**config.mk**
```make
export PLATFORM = sky130hd
export DESIGN_NAME = clock_source_switch_monitor
export DESIGN_NICKNAME = d
export VERILOG_FILES = /design/src/rtl/clock_source_switch_monitor_pkg.sv /design/src/rtl/clock_source_switch_monitor.sv
export SDC_FILE = /design/constraint.sdc
export NUM_CORES = 1
export LEC_CHECK = 0
export CORE_UTILIZATION = 66
export DETAILED_ROUTE_END_ITERATION = 10
export DONT_BUFFER_PORTS = 1
export GPL_TIMING_DRIVEN = 0
export PLACE_DENSITY_LB_ADDON = 0.2
export SYNTH_ARGS = -nofsm -noshare
export SYNTH_HDL_FRONTEND = slang
export SYNTH_SLANG_ARGS = --single-unit
```
**constraint.sdc**
```tcl
create_clock -name REF_CLK -period 5.23 [get_ports REF_CLK]
set_input_delay 0.2615 -clock REF_CLK [delete_from_list [all_inputs] [get_ports REF_CLK]]
set_output_delay 0.2615 -clock REF_CLK [all_outputs]
set_load 0.01 [all_outputs]
```
**src/rtl/clock_source_switch_monitor_pkg.sv**
```systemverilog
// Purpose: shared constants for the clock source switch and monitor block
// Assumes: AXI4-Lite register access, one 32-bit word per register
// Notes: group codes follow the oscillator control register encoding
package clock_source_switch_monitor_pkg;
	// register byte addresses
	localparam logic [3:0] ADDR_OSC_CONTROL = 4'h0;
	localparam logic [3:0] ADDR_RC_TRIM = 4'h4;
	localparam logic [3:0] ADDR_STATUS = 4'h8;
	localparam int ADDR_W = 4;
	// oscillator control and rc trim register fields
	localparam int CURRENT_OSC_GROUP_LSB = 12;
	localparam int NEW_OSC_GROUP_LSB = 8;
	localparam int LOCK_BIT = 5;
	localparam int CF_BIT = 3;
	localparam int SECONDARY_OSC_ENABLE_BIT = 1;
	localparam int OSC_SWITCH_ENABLE_BIT = 0;
	localparam int TRIM_W = 6;
	localparam logic [5:0] TRIM_RESET = 6'h00;
	// oscillator group codes
	localparam logic [2:0] GRP_SECONDARY = 3'h0;
	localparam logic [2:0] GRP_FAST_RC = 3'h1;
	localparam logic [2:0] GRP_SLOW_RC = 3'h2;
	localparam logic [2:0] GRP_PRIMARY = 3'h3;
	localparam logic [2:0] GRP_PRIMARY_PLL = 3'h7;
	// source select one-hot positions
	localparam int SRC_PRI = 0;
	localparam int SRC_SEC = 1;
	localparam int SRC_FRC = 2;
	localparam int SRC_LRC = 3;
	// primary selection codes with the pll in circuit
	localparam logic [4:0] FPR_PLL_X4 = 5'h05;
	localparam logic [4:0] FPR_PLL_X8 = 5'h06;
	localparam logic [4:0] FPR_PLL_X16 = 5'h07;
	// pll multiplier output encoding
	localparam logic [1:0] MULT_OFF = 2'h0;
	localparam logic [1:0] MULT_X4 = 2'h1;
	localparam logic [1:0] MULT_X8 = 2'h2;
	localparam logic [1:0] MULT_X16 = 2'h3;
	// protected write key bytes
	localparam logic [7:0] KEY_FIRST = 8'h46;
	localparam logic [7:0] KEY_SECOND = 8'h57;
	// bus responses
	localparam logic [1:0] RESP_OKAY = 2'h0;
	localparam logic [1:0] RESP_SLVERR = 2'h2;
	// break-before-make gap between two clock sources
	localparam int CLK_PERIOD_PS = 4000;
	localparam int SWITCH_GAP_NS = 16;
	localparam int SWITCH_GAP_CYCLES = (SWITCH_GAP_NS * 1000 + CLK_PERIOD_PS - 1) / CLK_PERIOD_PS;
	localparam int GAP_CNT_W = 4;
	typedef enum logic [1:0] {ST_IDLE, ST_WAIT, ST_GAP} sw_state_e;
endpackage : clock_source_switch_monitor_pkg

```
**src/rtl/clock_source_switch_monitor.sv**
```systemverilog
// Purpose: clock source selection, pll control, rc trim and fail-safe monitor
// Assumes: all inputs synchronous to REF_CLK; RSTN stands for power-on and brown-out reset
// Notes: source selects are one-hot, with an all-off gap on register and fail switches; strap changes select at once when switching is disabled
`timescale 1ns/1ps
module clock_source_switch_monitor
(
	// clock and reset
	input wire logic REF_CLK,
	input wire logic RSTN,
	// configuration straps
	input wire logic [2:0] OSC_GROUP_CFG,
	input wire logic [4:0] PRIMARY_SELECT_CFG,
	input wire logic [1:0] CLOCK_MONITOR_CFG,
	// system status
	input wire logic POWERUP_TIMER_DONE,
	input wire logic SLEEP_MODE,
	input wire logic WATCHDOG_ENABLE,
	input wire logic SOFT_WATCHDOG_ENABLE,
	input wire logic PLL_LOCK_IN,
	input wire logic [3:0] SRC_RUNNING,
	// clock control outputs
	output logic [3:0] SRC_SELECT,
	output logic [1:0] PLL_MULT,
	output logic [5:0] FRC_TRIM,
	output logic SLOW_RC_ENABLE,
	output logic SECONDARY_OSC_ENABLE,
	output logic SYSCLK_HOLD,
	output logic CLOCK_FAIL_TRAP,
	// axi4-lite slave
	input wire logic [clock_source_switch_monitor_pkg::ADDR_W-1:0] S_AXI_AWADDR,
	input wire logic S_AXI_AWVALID,
	output logic S_AXI_AWREADY,
	input wire logic [31:0] S_AXI_WDATA,
	input wire logic [3:0] S_AXI_WSTRB,
	input wire logic S_AXI_WVALID,
	output logic S_AXI_WREADY,
	output logic [1:0] S_AXI_BRESP,
	output logic S_AXI_BVALID,
	input wire logic S_AXI_BREADY,
	input wire logic [clock_source_switch_monitor_pkg::ADDR_W-1:0] S_AXI_ARADDR,
	input wire logic S_AXI_ARVALID,
	output logic S_AXI_ARREADY,
	output logic [31:0] S_AXI_RDATA,
	output logic [1:0] S_AXI_RRESP,
	output logic S_AXI_RVALID,
	input wire logic S_AXI_RREADY
);
	import clock_source_switch_monitor_pkg::*;

	////////////////////////////////////////////////////////////////////////
	// decoding functions

	// within the primary group the option always follows the straps
	function automatic logic [2:0] resolve_group(input logic [2:0] grp, input logic [4:0] primary_select_config);
		logic [2:0] r;
		r = grp;
		if (grp == GRP_PRIMARY || grp == GRP_PRIMARY_PLL) begin
			r = (primary_select_config == FPR_PLL_X4 || primary_select_config == FPR_PLL_X8 || primary_select_config == FPR_PLL_X16) ? GRP_PRIMARY_PLL : GRP_PRIMARY;
		end
		return r;
	endfunction : resolve_group

	function automatic logic [3:0] group_onehot(input logic [2:0] grp);
		logic [3:0] r;
		r = 4'h0;
		case (grp)
			GRP_SECONDARY: r[SRC_SEC] = 1'b1;
			GRP_FAST_RC: r[SRC_FRC] = 1'b1;
			GRP_SLOW_RC: r[SRC_LRC] = 1'b1;
			GRP_PRIMARY, GRP_PRIMARY_PLL: r[SRC_PRI] = 1'b1;
			default: r = 4'h0;
		endcase
		return r;
	endfunction : group_onehot

	////////////////////////////////////////////////////////////////////////
	// state

	logic [2:0] current_osc_group_r, current_osc_group_nxt;
	logic [2:0] new_osc_group_r, new_osc_group_nxt;
	logic secondary_osc_enable_r, secondary_osc_enable_nxt;
	logic osc_switch_enable_r, osc_switch_enable_nxt;
	logic cf_r, cf_nxt;
	logic [5:0] trim_r, trim_nxt;
	logic [3:0] sel_r, sel_nxt;
	logic trap_r, trap_nxt;
	logic [2:0] target_r, target_nxt;
	logic [GAP_CNT_W-1:0] gap_r, gap_nxt;
	sw_state_e state_r, state_nxt;
	logic boot_r, boot_nxt;
	logic [1:0] key_r, key_nxt;
	logic bvalid_r, bvalid_nxt;
	logic [1:0] bresp_r, bresp_nxt;
	logic rvalid_r, rvalid_nxt;
	logic [1:0] rresp_r, rresp_nxt;
	logic [31:0] rdata_r, rdata_nxt;

	logic switch_en, monitor_en, wr_go, rd_go, ctl_unlocked, ctl_wr, src_ok, fail;
	logic [15:0] osc_ctl_word, ctl_new;
	logic [2:0] cfg_group, want_group;

	assign switch_en = !CLOCK_MONITOR_CFG[1];
	assign monitor_en = CLOCK_MONITOR_CFG == 2'h0;
	assign cfg_group = resolve_group(OSC_GROUP_CFG, PRIMARY_SELECT_CFG);
	assign want_group = resolve_group(new_osc_group_r, PRIMARY_SELECT_CFG);

	assign osc_ctl_word = {1'b0, current_osc_group_r, 1'b0, new_osc_group_r, 2'h0, PLL_LOCK_IN, 1'b0, cf_r, 1'b0, secondary_osc_enable_r, osc_switch_enable_r};

	////////////////////////////////////////////////////////////////////////
	// bus handshake, one write and one read in flight

	assign S_AXI_AWREADY = S_AXI_AWVALID && S_AXI_WVALID && !bvalid_r;
	assign S_AXI_WREADY = S_AXI_AWREADY;
	assign S_AXI_ARREADY = !rvalid_r;
	assign wr_go = S_AXI_AWREADY;
	assign rd_go = S_AXI_ARVALID && S_AXI_ARREADY;
	assign ctl_wr = wr_go && S_AXI_AWADDR == ADDR_OSC_CONTROL;
	assign ctl_unlocked = key_r == 2'h2;
	assign S_AXI_BVALID = bvalid_r;
	assign S_AXI_BRESP = bresp_r;
	assign S_AXI_RVALID = rvalid_r;
	assign S_AXI_RRESP = rresp_r;
	assign S_AXI_RDATA = rdata_r;

	// byte-lane merge of an unlocked control write; read-only fields keep their value
	always_comb begin
		ctl_new = osc_ctl_word;
		if (S_AXI_WSTRB[0]) begin
			ctl_new[7:0] = S_AXI_WDATA[7:0];
		end
		if (S_AXI_WSTRB[1]) begin
			ctl_new[15:8] = S_AXI_WDATA[15:8];
		end
	end

	always_comb begin
		key_nxt = key_r;
		bvalid_nxt = bvalid_r && !S_AXI_BREADY;
		bresp_nxt = bresp_r;
		rvalid_nxt = rvalid_r && !S_AXI_RREADY;
		rresp_nxt = rresp_r;
		rdata_nxt = rdata_r;
		if (wr_go) begin
			bvalid_nxt = 1'b1;
			bresp_nxt = (S_AXI_AWADDR == ADDR_OSC_CONTROL || S_AXI_AWADDR == ADDR_RC_TRIM) ? RESP_OKAY : RESP_SLVERR;
			// any write other than the next key byte drops the unlock
			key_nxt = 2'h0;
			if (ctl_wr && S_AXI_WSTRB == 4'h1 && key_r == 2'h0 && S_AXI_WDATA[7:0] == KEY_FIRST) begin
				key_nxt = 2'h1;
			end
			if (ctl_wr && S_AXI_WSTRB == 4'h1 && key_r == 2'h1 && S_AXI_WDATA[7:0] == KEY_SECOND) begin
				key_nxt = 2'h2;
			end
		end
		if (rd_go) begin
			rvalid_nxt = 1'b1;
			rresp_nxt = RESP_OKAY;
			case (S_AXI_ARADDR)
				ADDR_OSC_CONTROL: rdata_nxt = {16'h0000, osc_ctl_word};
				ADDR_RC_TRIM: rdata_nxt = {26'h0000000, trim_r};
				ADDR_STATUS: rdata_nxt = {24'h000000, SYSCLK_HOLD, SLOW_RC_ENABLE, state_r, PLL_MULT, 2'h0};
				default: begin
					rdata_nxt = 32'h00000000;
					rresp_nxt = RESP_SLVERR;
				end
			endcase
		end
	end

	always_ff @(posedge REF_CLK) begin
		if (!RSTN) begin
			key_r <= 2'h0;
			bvalid_r <= 1'b0;
			bresp_r <= RESP_OKAY;
			rvalid_r <= 1'b0;
			rresp_r <= RESP_OKAY;
			rdata_r <= 32'h00000000;
		end else begin
			key_r <= key_nxt;
			bvalid_r <= bvalid_nxt;
			bresp_r <= bresp_nxt;
			rvalid_r <= rvalid_nxt;
			rresp_r <= rresp_nxt;
			rdata_r <= rdata_nxt;
		end
	end

	////////////////////////////////////////////////////////////////////////
	// clock control and fail-safe monitor

	// the running source is lost, or the pll has no lock; also catches a slow start
	assign src_ok = |(group_onehot(current_osc_group_r) & SRC_RUNNING) && !(current_osc_group_r == GRP_PRIMARY_PLL && !PLL_LOCK_IN);
	assign fail = monitor_en && POWERUP_TIMER_DONE && !SLEEP_MODE && current_osc_group_r != GRP_FAST_RC && !src_ok;

	always_comb begin
		current_osc_group_nxt = current_osc_group_r;
		new_osc_group_nxt = new_osc_group_r;
		secondary_osc_enable_nxt = secondary_osc_enable_r;
		osc_switch_enable_nxt = osc_switch_enable_r;
		cf_nxt = cf_r;
		trim_nxt = trim_r;
		sel_nxt = sel_r;
		trap_nxt = 1'b0;
		target_nxt = target_r;
		gap_nxt = gap_r;
		state_nxt = state_r;
		boot_nxt = 1'b0;
		// first clock after reset: drive the strap-loaded group; later steps may override
		if (boot_r) begin
			sel_nxt = group_onehot(current_osc_group_r);
		end
		if (wr_go && S_AXI_AWADDR == ADDR_RC_TRIM && S_AXI_WSTRB[0]) begin
			trim_nxt = S_AXI_WDATA[TRIM_W-1:0];
		end
		if (ctl_wr && ctl_unlocked) begin
			new_osc_group_nxt = ctl_new[NEW_OSC_GROUP_LSB+:3];
			secondary_osc_enable_nxt = ctl_new[SECONDARY_OSC_ENABLE_BIT];
			osc_switch_enable_nxt = ctl_new[OSC_SWITCH_ENABLE_BIT];
		end
		case (state_r)
			ST_IDLE: begin
				if (osc_switch_enable_r && switch_en) begin
					state_nxt = ST_WAIT;
					target_nxt = want_group;
				end
			end
			ST_WAIT: begin
				// a switch hangs here until the target runs; clearing the enable escapes
				if (!osc_switch_enable_r) begin
					state_nxt = ST_IDLE;
				end else if (target_r == current_osc_group_r) begin
					osc_switch_enable_nxt = 1'b0;
					state_nxt = ST_IDLE;
				end else if (|(group_onehot(target_r) & SRC_RUNNING)) begin
					sel_nxt = 4'h0;
					gap_nxt = GAP_CNT_W'(SWITCH_GAP_CYCLES - 1);
					state_nxt = ST_GAP;
				end
			end
			ST_GAP: begin
				if (gap_r != '0) begin
					gap_nxt = gap_r - 1'b1;
				end else begin
					current_osc_group_nxt = target_r;
					sel_nxt = group_onehot(target_r);
					osc_switch_enable_nxt = 1'b0;
					state_nxt = ST_IDLE;
				end
			end
			default: state_nxt = ST_IDLE;
		endcase
		// failure outside ST_GAP overrides a waiting switch and clears the enable; a switch already in its gap completes first
		if (fail && state_r != ST_GAP) begin
			trap_nxt = 1'b1;
			cf_nxt = 1'b1;
			osc_switch_enable_nxt = 1'b0;
			target_nxt = GRP_FAST_RC;
			current_osc_group_nxt = GRP_FAST_RC;
			sel_nxt = 4'h0;
			gap_nxt = GAP_CNT_W'(SWITCH_GAP_CYCLES - 1);
			state_nxt = ST_GAP;
		end
		if (!switch_en) begin
			// straps select directly; the group field only reports
			current_osc_group_nxt = cfg_group;
			sel_nxt = group_onehot(cfg_group);
			osc_switch_enable_nxt = 1'b0;
			state_nxt = ST_IDLE;
		end
	end

	always_ff @(posedge REF_CLK) begin
		if (!RSTN) begin
			current_osc_group_r <= cfg_group;
			new_osc_group_r <= OSC_GROUP_CFG;
			secondary_osc_enable_r <= 1'b0;
			osc_switch_enable_r <= 1'b0;
			cf_r <= 1'b0;
			trim_r <= TRIM_RESET;
			sel_r <= 4'h0;
			trap_r <= 1'b0;
			target_r <= GRP_FAST_RC;
			gap_r <= '0;
			state_r <= ST_IDLE;
			boot_r <= 1'b1;
		end else begin
			current_osc_group_r <= current_osc_group_nxt;
			new_osc_group_r <= new_osc_group_nxt;
			secondary_osc_enable_r <= secondary_osc_enable_nxt;
			osc_switch_enable_r <= osc_switch_enable_nxt;
			cf_r <= cf_nxt;
			trim_r <= trim_nxt;
			sel_r <= sel_nxt;
			trap_r <= trap_nxt;
			target_r <= target_nxt;
			gap_r <= gap_nxt;
			state_r <= state_nxt;
			boot_r <= boot_nxt;
		end
	end

	////////////////////////////////////////////////////////////////////////
	// outputs

	assign SRC_SELECT = (current_osc_group_r == GRP_SECONDARY && !secondary_osc_enable_r) ? 4'h0 : sel_r;
	assign SECONDARY_OSC_ENABLE = secondary_osc_enable_r;
	assign FRC_TRIM = trim_r;
	assign CLOCK_FAIL_TRAP = trap_r;
	assign SYSCLK_HOLD = current_osc_group_r == GRP_PRIMARY_PLL && !PLL_LOCK_IN;

	always_comb begin
		PLL_MULT = MULT_OFF;
		if (current_osc_group_r == GRP_PRIMARY_PLL) begin
			// full code compare: straps may change after a switch latched the pll group
			case (PRIMARY_SELECT_CFG)
				FPR_PLL_X4: PLL_MULT = MULT_X4;
				FPR_PLL_X8: PLL_MULT = MULT_X8;
				FPR_PLL_X16: PLL_MULT = MULT_X16;
				default: PLL_MULT = MULT_OFF;
			endcase
		end
	end

	// watchdog clock is independent of the failure path
	assign SLOW_RC_ENABLE = !POWERUP_TIMER_DONE || (monitor_en && !SLEEP_MODE) || WATCHDOG_ENABLE
		|| SOFT_WATCHDOG_ENABLE || current_osc_group_r == GRP_SLOW_RC;
endmodule : clock_source_switch_monitor

```
# After elaboration in Yosys (flattened, before gate mapping)
# Index checks and enable logic that the tools add are counted.
[totals] reg_bits=70 output_inout_bits=57 word_cells=220 input_bits=70
[op_classes] n_addsub=1 bitwise=3 n_mux=74 n_eq_ne=50 reduce_logical=72
[ops] cell="$mux 4" n=12
[ops] cell="$pmux 15 s3" n=1
[ops] cell="$mux 1" n=34
[ops] cell="$mux 3" n=11
[ops] cell="$eq 3x2->1 const B" n=8
[ops] cell="$logic_and 1x1->1" n=24
[ops] cell="$mux 2" n=11
[ops] cell="$ne 3x3->1 const B" n=6
[ops] cell="$eq 8x7->1 const B" n=2
[ops] cell="$pmux 4 s2" n=2
[ops] cell="$eq 3x3->1 const B" n=5
[ops] cell="$eq 5x3->1 const B" n=3
[ops] cell="$ne 2x2->1 const B" n=7
[ops] cell="$pmux 2 s3" n=2
[ops] cell="$logic_not 1->1" n=11
[ops] cell="$reduce_and 5->1" n=2
[ops] cell="$reduce_or 2->1" n=5
[ops] cell="$eq 3x1->1 const B" n=3
[ops] cell="$logic_not 3->1" n=3
[ops] cell="$logic_or 1x1->1" n=9
[ops] cell="$and 4x4->4" n=2
[ops] cell="$eq 4x3->1 const B" n=2
[ops] cell="$logic_not 4->1" n=2
[ops] cell="$reduce_and 2->1" n=4
[ops] cell="21 further kinds" n=29

# Depth between registers and ports, before layout
# Gate-level depths: netlist of the first run.
[logic_depth] depth_word=14 mapped_depth=8 ltp_nobuf=7

# Worst setup path after synthesis of the first run
# No wires, ideal clock.
[synth_path] kind="register -> register" startpoint="reg state_r[0]" endpoint="reg gap_r[3]" t_arrival_ns=1.781 required_ns=5.160 n_path_buf=1 setup_ns=0.070 period_less_slack_ns=1.850 path_slack_ns=3.380 stages_incl_launch_ff=9 path_cell_list="dfxtp_1 > inv_1 > ha_1 > buf_2 > nand4bb_1 > o21ai_1 > or4_1 > or3_1 > a21oi_1"
[synth_via] elab_chain_len=3 elab_cells_between_ends=12 classes_between="eq/ne: 7; mux: 1; reduce/logical: 4"
[synth_rtl] item="start, declared" line_no="clock_source_switch_monitor.sv:89" text="sw_state_e state_r, state_nxt;"
[synth_rtl] item="start signal, assigned" line_no="clock_source_switch_monitor.sv:297" text="state_r <= state_nxt;"
[synth_rtl] item="$eq 2x2->1, or another cell as far along" line_no="clock_source_switch_monitor.sv:220" text="case (state_r)"
[synth_rtl] item="$ne 2x2->1 (no line), or another cell as far along"
[synth_rtl] item="$reduce_and 5->1 (no line) or $reduce_or 2->1 (tied branches)"
[synth_rtl] item="end signal, assigned" line_no="clock_source_switch_monitor.sv:296" text="gap_r <= gap_nxt;"
[synth_rtl] item="end, declared" line_no="clock_source_switch_monitor.sv:88" text="logic [GAP_CNT_W-1:0] gap_r, gap_nxt;"
# Parallel ways exist; a longest one is shown, timed or not.
# A chain may end at the register's enable or synchronous reset.

# Final worst setup path of the first run
[layout_path] startpoint="reg state_r[0]" endpoint="reg current_osc_group_r[1], data pin"
[layout_via] elab_chain_len=5
[layout_rtl] item="$ne 2x2->1" line_no="clock_source_switch_monitor.sv:253" text="if (fail && state_r != ST_GAP) begin"
[layout_rtl] item="$logic_and 1x1->1" line_no="clock_source_switch_monitor.sv:253"
[layout_rtl] item="$mux 3" line_no="clock_source_switch_monitor.sv:253"
[layout_rtl] item="$mux 3" line_no="clock_source_switch_monitor.sv:263" text="if (!switch_en) begin"
[layout_rtl] item="$mux 3" line_no="clock_source_switch_monitor.sv:273" text="if (!RSTN) begin"
[layout_rtl] item="end signal, assigned" line_no="clock_source_switch_monitor.sv:274" text="current_osc_group_r <= cfg_group;"
[layout_rtl] item="end signal, assigned" line_no="clock_source_switch_monitor.sv:287" text="current_osc_group_r <= current_osc_group_nxt;"
[layout_rtl] item="end, declared" line_no="clock_source_switch_monitor.sv:79" text="logic [2:0] current_osc_group_r, current_osc_group_nxt;"
# No other way between the ends.

==> results of run 1 <==
-- power breakdown --
group | switching, mW | total (mW) | internal (mW)
combinational | 0.0566 | 0.0968 | 0.0402
sequential | 0.00992 | 0.409 | 0.399
clock | 0.133 | 0.226 | 0.0924
total | 0.200 | 0.731 | 0.532
-- cell families after synthesis --
group | Yosys count
compound gates | 70
xor+xnor | 4
fa+ha+maj | 5
buf+inv | 45
flops | 50
mux | 20
other cells | 1
simple gates | 125
-- final cells by class --
| class | instances | area (µm²) |
|---|---|---|
| well taps | 50 | 62.56 |
| clock buffers | 5 | 68.82 |
| clock inverters | 2 | 12.51 |
| multi-input cells | 244 | 1592 |
| inverters | 11 | 41.29 |
| plain buffers | 34 | 232.7 |
| flip-flops and latches | 50 | 1061 |
| fillers | 325 | 1016 |
-- Yosys cell counts, types with 3 or more instances --
cell and number:
a22o_1 3, xor2_1 4, or4_1 3, nor3_1 9, nand2b_1 7, a31oi_1 4
nor2_1 36, mux2i_1 15, buf_2 3, nor3b_1 5, o21ai_0 12, dfxtp_1 44
or3_1 4, a22oi_1 11, ha_1 5, inv_1 11, mux2_2 4, nand2_1 15
nor4_1 4, nor2b_1 11, buf_6 3, nand3b_1 4, edfxtp_1 6, and2_1 4
buf_4 21, nand3_1 9, clkbuf_1 6, a21oi_1 16
-- routing by layer --
layer  up-vias  track usage [%]
li1       1172                -
met1      1111            39.25
met2       162            48.27
met3        23            8.446
met4         0            14.84
met5         -                0
-- metrics by stage --
stage | setup WS [ns] | total power [mW] | util (%)
final | 3.095 | 0.7313 | 75.14
after global routing | 2.970 | 0.7592 | 75.14
after CTS | 3.123 | 0.7296 | 75.14
after detailed placement | 3.149 | 0.5115 | 73.15
after global placement | 3.179 | 0.5095 | 73.15
after floorplan | 3.380 | 0.4936 | -
-- worst paths after layout --
| check | to | from | slack, ns | cells after the start |
|---|---|---|---|---|
| max | current_osc_group_r[1]$_DFFE_PP_ | state_r[0]$_SDFFE_PP0P_ | 3.09 | 8 |
| min | sel_r[3]$_SDFF_PN0_ | OSC_GROUP_CFG[1] | 0.07 | 2 |
| max reg2reg | current_osc_group_r[1]$_DFFE_PP_ | state_r[0]$_SDFFE_PP0P_ | 3.09 | 8 |
| min reg2reg | key_r[1]$_SDFFE_PN0N_ | key_r[1]$_SDFFE_PN0N_ | 0.48 | 2 |
-- registers in the layout (all words and copies together), names as in the netlist, 2 cells and up --
name,flops
target_r,3
current_osc_group_r,3
new_osc_group_r,3
gap_r,4
key_r,2
sel_r,4
state_r,2
S_AXI_RDATA,14
FRC_TRIM,6
==> impl_metrics.yaml, run 1 <==
status:
  outcome: "finished clean"
timing:
  post-route-period-util_pct: 40.83
  hold_viol: 0
  rsz0062_at_grt: "false"
  final_max_slew_viol_count: 0
  worstMarginPinSlew_ns: 0.6887
  setup_violations: 0
  slew_headroom_pct: 53.73
  holdWs_ns: 0.06862
  setup_tns_ns: 0
  period_needed_ns: 2.135
  fmax_mhz: 468.3
  clock_skew_ns: 0.01138
critical_path:
  cpPeakStageDelay_ns: 0.41
  critPathKind: "reg2reg"
  crit_top_cell: "inv_1"
  cp.arrival_ns: 2.21
  worstPathMaxFanout: 9
  cp-start-kind: "flip-flop"
  slowest_stage: "dfxtp_1"
  path_cells: "inv_1 > ha_1 > buf_2 > inv_1 > o2111ai_2 > nor2_2 > nor2_1 > a22o_1"
  worstPathRequired_ns: 5.31
  critPathBufInv: 3
  endpoint_kind: "flip-flop"
  path_delay_family: "simple AND/OR/NAND/NOR gates"
global_routing:
  antenna_found_initial: 0
  grt_pass1_wl_um: 10340
  grt_use_total_pct: 30.94
  grt_pass1_vias: 2198
  grt_overflow_total: 0
  grt_max_degree: 16
logic_synthesis:
  synth-simple-area-share_pct: 24.72
  yosys.area.top_type: "dfxtp_1"
  synth_top_area_share_pct: 30.85
  syn_area_um2: 2855
  ys_top_cells_by_area: "dfxtp_1 31%, edfxtp_1 6.3%, buf_4 5.5%"
  post_synth.cell_area_avg_um2: 8.923
  synthXorXnorAreaFrac_pct: 1.227
  synth_ff_type: "dfxtp_1"
  synth_compound_area_share_pct: 17.35
  synthMuxAreaShare_pct: 7.625
  async_flop_share_pct: 0
  ys_seq_area_share_pct: 37.16
  yosys_register_bits: 50
  synth_cells: 320
  synth_top_family_by_area: "simple AND/OR/NAND/NOR gates"
  synth_enable_flop_cells: 6
  ys_warn_count: 0
  synth_cell_type_count: 62
  synth_fa_ha_area_share_pct: 2.191
floorplanning:
  core_um2: 4086
  rows: 23
  initial_core_util_pct: 69.87
  die_w_um: 67.78
  die-area_um2: 4593
  ios: 127
  die_y_um: 67.78
clock_tree:
  cts.sinks: 50
  cts_tree: "yes"
  clock_latency_ns: 0.31
  hold_buffers: 0
  postCtsSetupBuffers: 0
  post_cts_resized: 0
  htree_levels: 2
  numCtsBuffers: 5
  clkTransAtPathRegs_ns: 0.09
  clk_path_buf_depth: 2
  cts-root-buf: "clkbuf_8"
placement:
  place.gp.congestion: 0.8870
  numPortBuffers: 0
  dpl.hpwl_um: 5072
  dp.cells: 389
  dpl-instance-area_um2: 2989
layout:
  layout_common_cells: "44 x dfxtp_1, 36 x nor2_1, 21 x buf_4"
  finish.instance_area_um2: 3070
  final_common_cell: "dfxtp_1"
  area_delta_synth_final_pct: 7.537
  fin_nets: 421
  drive_gt1_share_pct: 13.58
  final_cells: 396
  antennaDiodeCount: 0
drt:
  dr.first_iter.drc_count: 257
  routed_wl_um: 6676
  dr.pass1.iters: 7
  routedWlPerCell_um: 16.86
  postRouteAntennaNets: 0
  drc_errors: 0
  routed-wl-met3_um: 648
  dr_total_vias: 2468
  via_per_inst: 6.232
  top_layer: "met4"
  wl_met1_um: 2698
  met2_length_um: 3117
flow_run:
  maxCapViolCount: 0
pwr:
  p_leak_nw: 1.257
  vdd_drop_max_mv: 0.1496
  powerDensity_nw_per_um2: 238.2
hold_path:
  hold_path.class: "in2reg"
Note: power is estimated with default switching activity, not from simulation.
==> run 2, diff against run 1 <==
--- a/config.mk
+++ b/config.mk
@@ -5,7 +5,8 @@
 export SDC_FILE = /design/constraint.sdc
 export NUM_CORES = 1
 export LEC_CHECK = 0
-export CORE_UTILIZATION = 66
+export ABC_AREA = 1
+export CORE_UTILIZATION = 57
 export DETAILED_ROUTE_END_ITERATION = 10
 export DONT_BUFFER_PORTS = 1
 export GPL_TIMING_DRIVEN = 0
==> constraint.sdc (replaced) <==
create_clock -name REF_CLK -period 1.85 [get_ports REF_CLK]
set_input_delay 0.0925 -clock REF_CLK [delete_from_list [all_inputs] [get_ports REF_CLK]]
set_output_delay 0.0925 -clock REF_CLK [all_outputs]
set_load 0.01 [all_outputs]
==> run 2 against run 1 <==
The run now ends with negative hold slack left. Die area increased by 13%. Clock-buffer cell count increased by 2. Cell count increased by 30%. Via count increased by 11%. Clock skew decreased by 0.0026 ns. Synthesized area decreased by 2.1%. Cell area increased by 6.6%. Largest power group unchanged.
==> impl_metrics.yaml, run 2 <==
logic_synthesis:
  ys_top_cells_by_area: "dfxtp_1 32%, nand2_1 12%, inv_1 6.9%"
  netlist_top_cells_count: "86 x nand2_1, 51 x inv_1, 44 x dfxtp_1"
  synth_ff_type: "dfxtp_1"
  post_synth.cell_area_avg_um2: 6.967
  synth_top_area_share_pct: 31.53
  syn_area_um2: 2794
  yosys_register_bits: 50
  synth_cells: 401
  ys_warn_count: 0
  ys_seq_area_share_pct: 37.98
  synth_cell_type_count: 36
  async_flop_share_pct: 0
  synth_enable_flop_cells: 6
  yosys.cell_count.top_type: "nand2_1"
  yosys.area.top_type: "dfxtp_1"
floorplanning:
  die_y_um: 72.01
  core_um2: 4723
  die_w_um: 72.01
  initial_core_util_pct: 59.15
  rows: 25
  ios: 127
  die-area_um2: 5185
clock_tree:
  numCtsBuffers: 5
  cts.sinks: 50
  cts-root-buf: "clkbuf_8"
  clkTransAtPathRegs_ns: 0.09
  htree_levels: 2
  clock_latency_ns: 0.32
  cts_tree: "yes"
  clk_path_buf_depth: 2
timing:
  holdWs_ns: -0.0005337
  period_needed_ns: 1.725
  clock_skew_ns: 0.008757
  post-route-period-util_pct: 93.26
  final_max_slew_viol_count: 0
  setup_violations: 0
  setup_slack_ns: 0.1247
  rsz0062_at_grt: "true"
  hold_viol: 1
  worstMarginPinSlew_ns: 0.5011
  setup_tns_ns: 0
  slew_headroom_pct: 66.60
  fmax_mhz: 579.6
pwr:
  vdd_drop_max_mv: 0.7578
  p_leak_nw: 1.412
  powerDensity_nw_per_um2: 692.9
  power_mw: 2.269
drt:
  drc_errors: 0
  dr_total_vias: 2731
  routed_wl_um: 7194
  dr.first_iter.drc_count: 240
  dr.pass1.iters: 6
  routedWlPerCell_um: 13.97
  via_per_inst: 5.303
  postRouteAntennaNets: 0
flow_run:
  maxCapViolCount: 0
hold_path:
  hold_path.class: "in2reg"
critical_path:
  cp-start-kind: "flip-flop"
  critPathKind: "reg2reg"
  worstPathMaxFanout: 7
  cp.arrival_ns: 1.75
  endpoint_kind: "flip-flop"
  worstPathRequired_ns: 1.87
placement:
  post-place-ws_ns: -0.1193
  numPortBuffers: 0
  dpl.hpwl_um: 5399
  place.gp.congestion: 0.8773
  dpl-instance-area_um2: 2949
layout:
  multi_input_area_um2: 1425
  antennaDiodeCount: 0
  seqCellArea_um2: 1061
  fin_nets: 522
  layout_common_cells: "86 x nand2_1, 51 x inv_1, 44 x dfxtp_1"
  final_common_cell: "nand2_1"
  drive_gt1_share_pct: 11.61
  final_util_pct: 69.32
  area_delta_synth_final_pct: 17.20
  largest_reg_flops: 14
  finish.instance_area_um2: 3274
  fillers: 416
global_routing:
  grt_max_degree: 15
  grt_pass1_vias: 2533
  grt_overflow_total: 0
  antenna_found_initial: 0
  grt_pass1_wl_um: 11460
  grt_use_total_pct: 28.86
status:
  outcome: "complete, but fails checks"
  violations: "negative hold slack"
## run 2: path summary, 6_finish.rpt
path	from	endpoint	slack [ns]	cells after the start
setup reg to reg	state_r[0]$_SDFFE_PP0P_	current_osc_group_r[0]$_DFFE_PP_	0.12	7
hold reg to reg	cf_r$_SDFFE_PN0P_	cf_r$_SDFFE_PN0P_	0.48	2
hold / removal	S_AXI_WDATA[2]	FRC_TRIM[2]$_SDFFE_PN0P_	-0.0005	2
setup / recovery	state_r[0]$_SDFFE_PP0P_	current_osc_group_r[0]$_DFFE_PP_	0.12	7
## run 2: cell families after synthesis
logic type,after synthesis,share of synthesized area [%]
and+or+nand+nor,176,28.21
buffers and inverters,84,14.51
AOI/OAI and AO/OA,82,15.99
DFF,50,37.98
adders and majority gates,5,2.239
xor gates and xnor gates,3,0.9406
other,1,0.1342
## run 2: report_power, final
group / switching [mW] / internal, mW
clock network: 0.377 / 0.405
registers: 0.0437 / 1.14
logic: 0.179 / 0.127
## run 2: metrics by stage
| step | std cells | hold WS (ns) |
|---|---|---|
| 2_1_floorplan | 420 | 0.2400 |
| 3_3_place_gp | 487 | 0.2509 |
| 3_5_place_dp | 487 | 0.2532 |
| 4_1_cts | 513 | 0.001948 |
| 5_1_grt | 515 | 0.01668 |
| 6_report | 515 | -0.0005337 |
## run 2: repair_timing
action,4_1_cts,5_1_grt
hold buffers,17,0
pin swaps,2,0
buffers inserted,1,2
gates resized for setup,0,6
endpoints found under the setup margin,3,15
endpoints found under the hold margin,15,0
## run 2: metal layers
metal	vias to the layer above	GRT usage [%]	wire, µm
met5	-	0	0
met4	0	14.38	165
met3	17	5.972	583
met2	144	47.17	3391
met1	1198	36.31	3053
li1	1372	-	-
## run 2: worst max-delay path: stages, from the launching register on
cell and delay, ns:
dfxtp_1 0.36, inv_1 0.12, ha_4 0.21, nor4_2 0.33, nand2_2 0.12, nand2_2 0.11
inv_2 0.06, nand2_1 0.13
## run 2: area by class of cell
cell class              count  share of cell area (%)
plain buffers              28                   5.961
repair buffers             20                   5.885
inverters                  56                   6.420
multi-input cells         286                   43.52
clock inverters             1                  0.9171
clock buffers               7                   2.331
well taps                  67                   2.560
flip-flops and latches     50                   32.40
==> run 3, diff against run 2 <==
--- a/config.mk
+++ b/config.mk
@@ -6,6 +6,7 @@
 export NUM_CORES = 1
 export LEC_CHECK = 0
 export ABC_AREA = 1
+export CORE_ASPECT_RATIO = 0.75
 export CORE_UTILIZATION = 57
 export DETAILED_ROUTE_END_ITERATION = 10
 export DONT_BUFFER_PORTS = 1
==> run 3 against run 2 <==
The flow now finishes without violations. Clock power hardly changed. Clock-buffer cell count shrank 1. Fmax down 2.0%. Utilization is 2.4 points higher. Sequential power is essentially flat. Register-to-register slack got worse by 0.04 ns. Global-route usage rose by 0.083 points. Cell count shrank 1.6%. Power up 0.36%. Flip-flop and latch count unchanged. Worst setup slack lost 0.035 ns. Non-clock buffer count rose by 2. Largest cell class unchanged. Highest routed layer unchanged.
==> impl_metrics.yaml, run 3 (synthesized netlist as in run 2, its figures left out) <==
placement:
  place.gp.congestion: 0.9570
  dpl.hpwl_um: 5560
  post-place-ws_ns: -0.1497
  numPortBuffers: 0
layout:
  antennaDiodeCount: 0
  fillers: 399
  largest_reg_flops: 14
  layout_common_cells: "86 x nand2_1, 51 x inv_1, 43 x dfxtp_1"
  final_common_cell: "nand2_1"
  area_delta_synth_final_pct: 17.33
  drive_gt1_share_pct: 12.67
  final_util_pct: 71.70
  fin_nets: 524
hold_path:
  hold_path.class: "in2reg"
critical_path:
  regToRegEndpoint: "current_osc_group_r[2]$_DFFE_PP_"
  crit_top_cell: "nand2_2"
  cp.arrival_ns: 1.78
  reg2reg_from: "state_r[0]$_SDFFE_PP0P_"
  cp-startpoint: "state_r[0]$_SDFFE_PP0P_"
  critPathKind: "reg2reg"
  cp-start-kind: "flip-flop"
  worstSetupPathDepth: 7
  slowest_stage: "dfxtp_1"
  worstSetupEndpoint: "current_osc_group_r[2]$_DFFE_PP_"
  worstPathMaxFanout: 7
  reg2reg_depth: 7
  regToRegSetupSlack_ns: 0.09
  path_delay_family: "simple AND/OR/NAND/NOR gates"
  endpoint_kind: "flip-flop"
  path_cells: "inv_1 > ha_4 > nor4_2 > nand2_2 > nand2_2 > inv_2 > nand2_1"
  critPathBufInv: 2
  worstPathRequired_ns: 1.87
  cpPeakStageDelay_ns: 0.37
drt:
  drc_errors: 0
  dr.first_iter.drc_count: 279
  dr_total_vias: 2842
  routed_wl_um: 7469
  routedWlPerCell_um: 14.73
  dr.pass1.iters: 5
  postRouteAntennaNets: 0
  via_per_inst: 5.606
clock_tree:
  cts-root-buf: "clkbuf_8"
  cts_tree: "yes"
  clkTransAtPathRegs_ns: 0.10
  htree_levels: 2
  cts.sinks: 50
  clock_latency_ns: 0.31
  numCtsBuffers: 5
  clk_path_buf_depth: 2
status:
  outcome: "finished clean"
global_routing:
  grt_pass1_vias: 2561
  grt_max_degree: 16
  grt_pass1_wl_um: 12050
  antenna_found_initial: 0
  grt_use_total_pct: 28.94
  grt_overflow_total: 0
timing:
  post-route-period-util_pct: 95.17
  final_max_slew_viol_count: 0
  fmax_mhz: 568.0
  period_needed_ns: 1.761
  clock_skew_ns: 0.007148
  hold_viol: 0
  setup_violations: 0
  setup_slack_ns: 0.08932
pwr:
  vdd_drop_max_mv: 0.4631
  p_leak_nw: 1.424
  powerDensity_nw_per_um2: 694.6
  power_mw: 2.277
floorplanning:
  die_y_um: 62.63
  rows: 21
  initial_core_util_pct: 61.11
  ios: 127
  core_um2: 4572
  die_w_um: 82.84
  die-area_um2: 5188
flow_run:
  maxCapViolCount: 0
[run 3: layout make-up]
class,count,area (µm²),area share (%)
Clock inverter,2,36.28,1.107
Inverter,56,210.2,6.412
Tap cell,57,71.32,2.176
Clock buffer,6,72.57,2.214
Buffer,28,195.2,5.954
Sequential cell,50,1062,32.40
Timing Repair Buffer,22,207.7,6.336
Multi-Input combinational cell,286,1423,43.40
[run 3: layer usage]
metal  track usage (%)  vias up  routed length, µm
met5                 0        -                  0
met3             7.133       17                731
met4             9.267        0                128
li1                  -     1374                  -
met2             44.47      158               3263
met1             39.97     1293               3346
[run 3: worst min-delay path by stage]
| stage | startpoint | to | slack, ns | cells past startpoint |
|---|---|---|---|---|
| after floorplan | PLL_LOCK_IN | SYSCLK_HOLD | 0.24 | 1 |
| after global placement | S_AXI_WDATA[0] | osc_switch_enable_r$_SDFF_PP0_ | 0.25 | 2 |
| after detailed placement | PLL_LOCK_IN | SYSCLK_HOLD | 0.25 | 1 |
| after CTS | S_AXI_WDATA[7] | key_r[0]$_SDFFE_PN0N_ | 0.002 | 3 |
| after global routing | S_AXI_WDATA[7] | key_r[1]$_SDFFE_PN0N_ | 0.01 | 3 |
| final | S_AXI_RREADY | S_AXI_RVALID$_SDFF_PN0_ | 0.006 | 2 |
[run 3: report_power, final]
part | switching (mW) | leakage (nW) | internal [mW]
sequential | 0.0402 | 0.418 | 1.14
combinational | 0.187 | 0.950 | 0.128
clock | 0.379 | 0.0557 | 0.405
total | 0.607 | 1.42 | 1.67
[run 3: per-stage QoR]
stage	setup TNS [ns]	hold WS, ns	area (µm²)	std cells
2_1_floorplan	0	0.2400	2865	420
3_3_place_gp	-0.2847	0.2523	2937	477
3_5_place_dp	-0.5595	0.2519	2937	477
4_1_cts	0	0.001747	3226	503
5_1_grt	-0.008294	0.01183	3278	507
6_report	0	0.005721	3278	507
[run 3: worst register-to-register path: stages, from the launching register on]
cell     delay [ns]
dfxtp_1        0.37
inv_1          0.12
ha_4           0.22
nor4_2         0.33
nand2_2        0.12
nand2_2        0.12
inv_2          0.07
nand2_1        0.14
[run 3: repair_timing]
item / in CTS / in global routing
setup buffers: 1 / 4
endpoints found under the hold margin: 17 / 0
setup endpoints to repair: 11 / 14
cloned: 0 / 0
hold buffers: 17 / 0
resized for setup: 2 / 5
pin swaps: 2 / 1
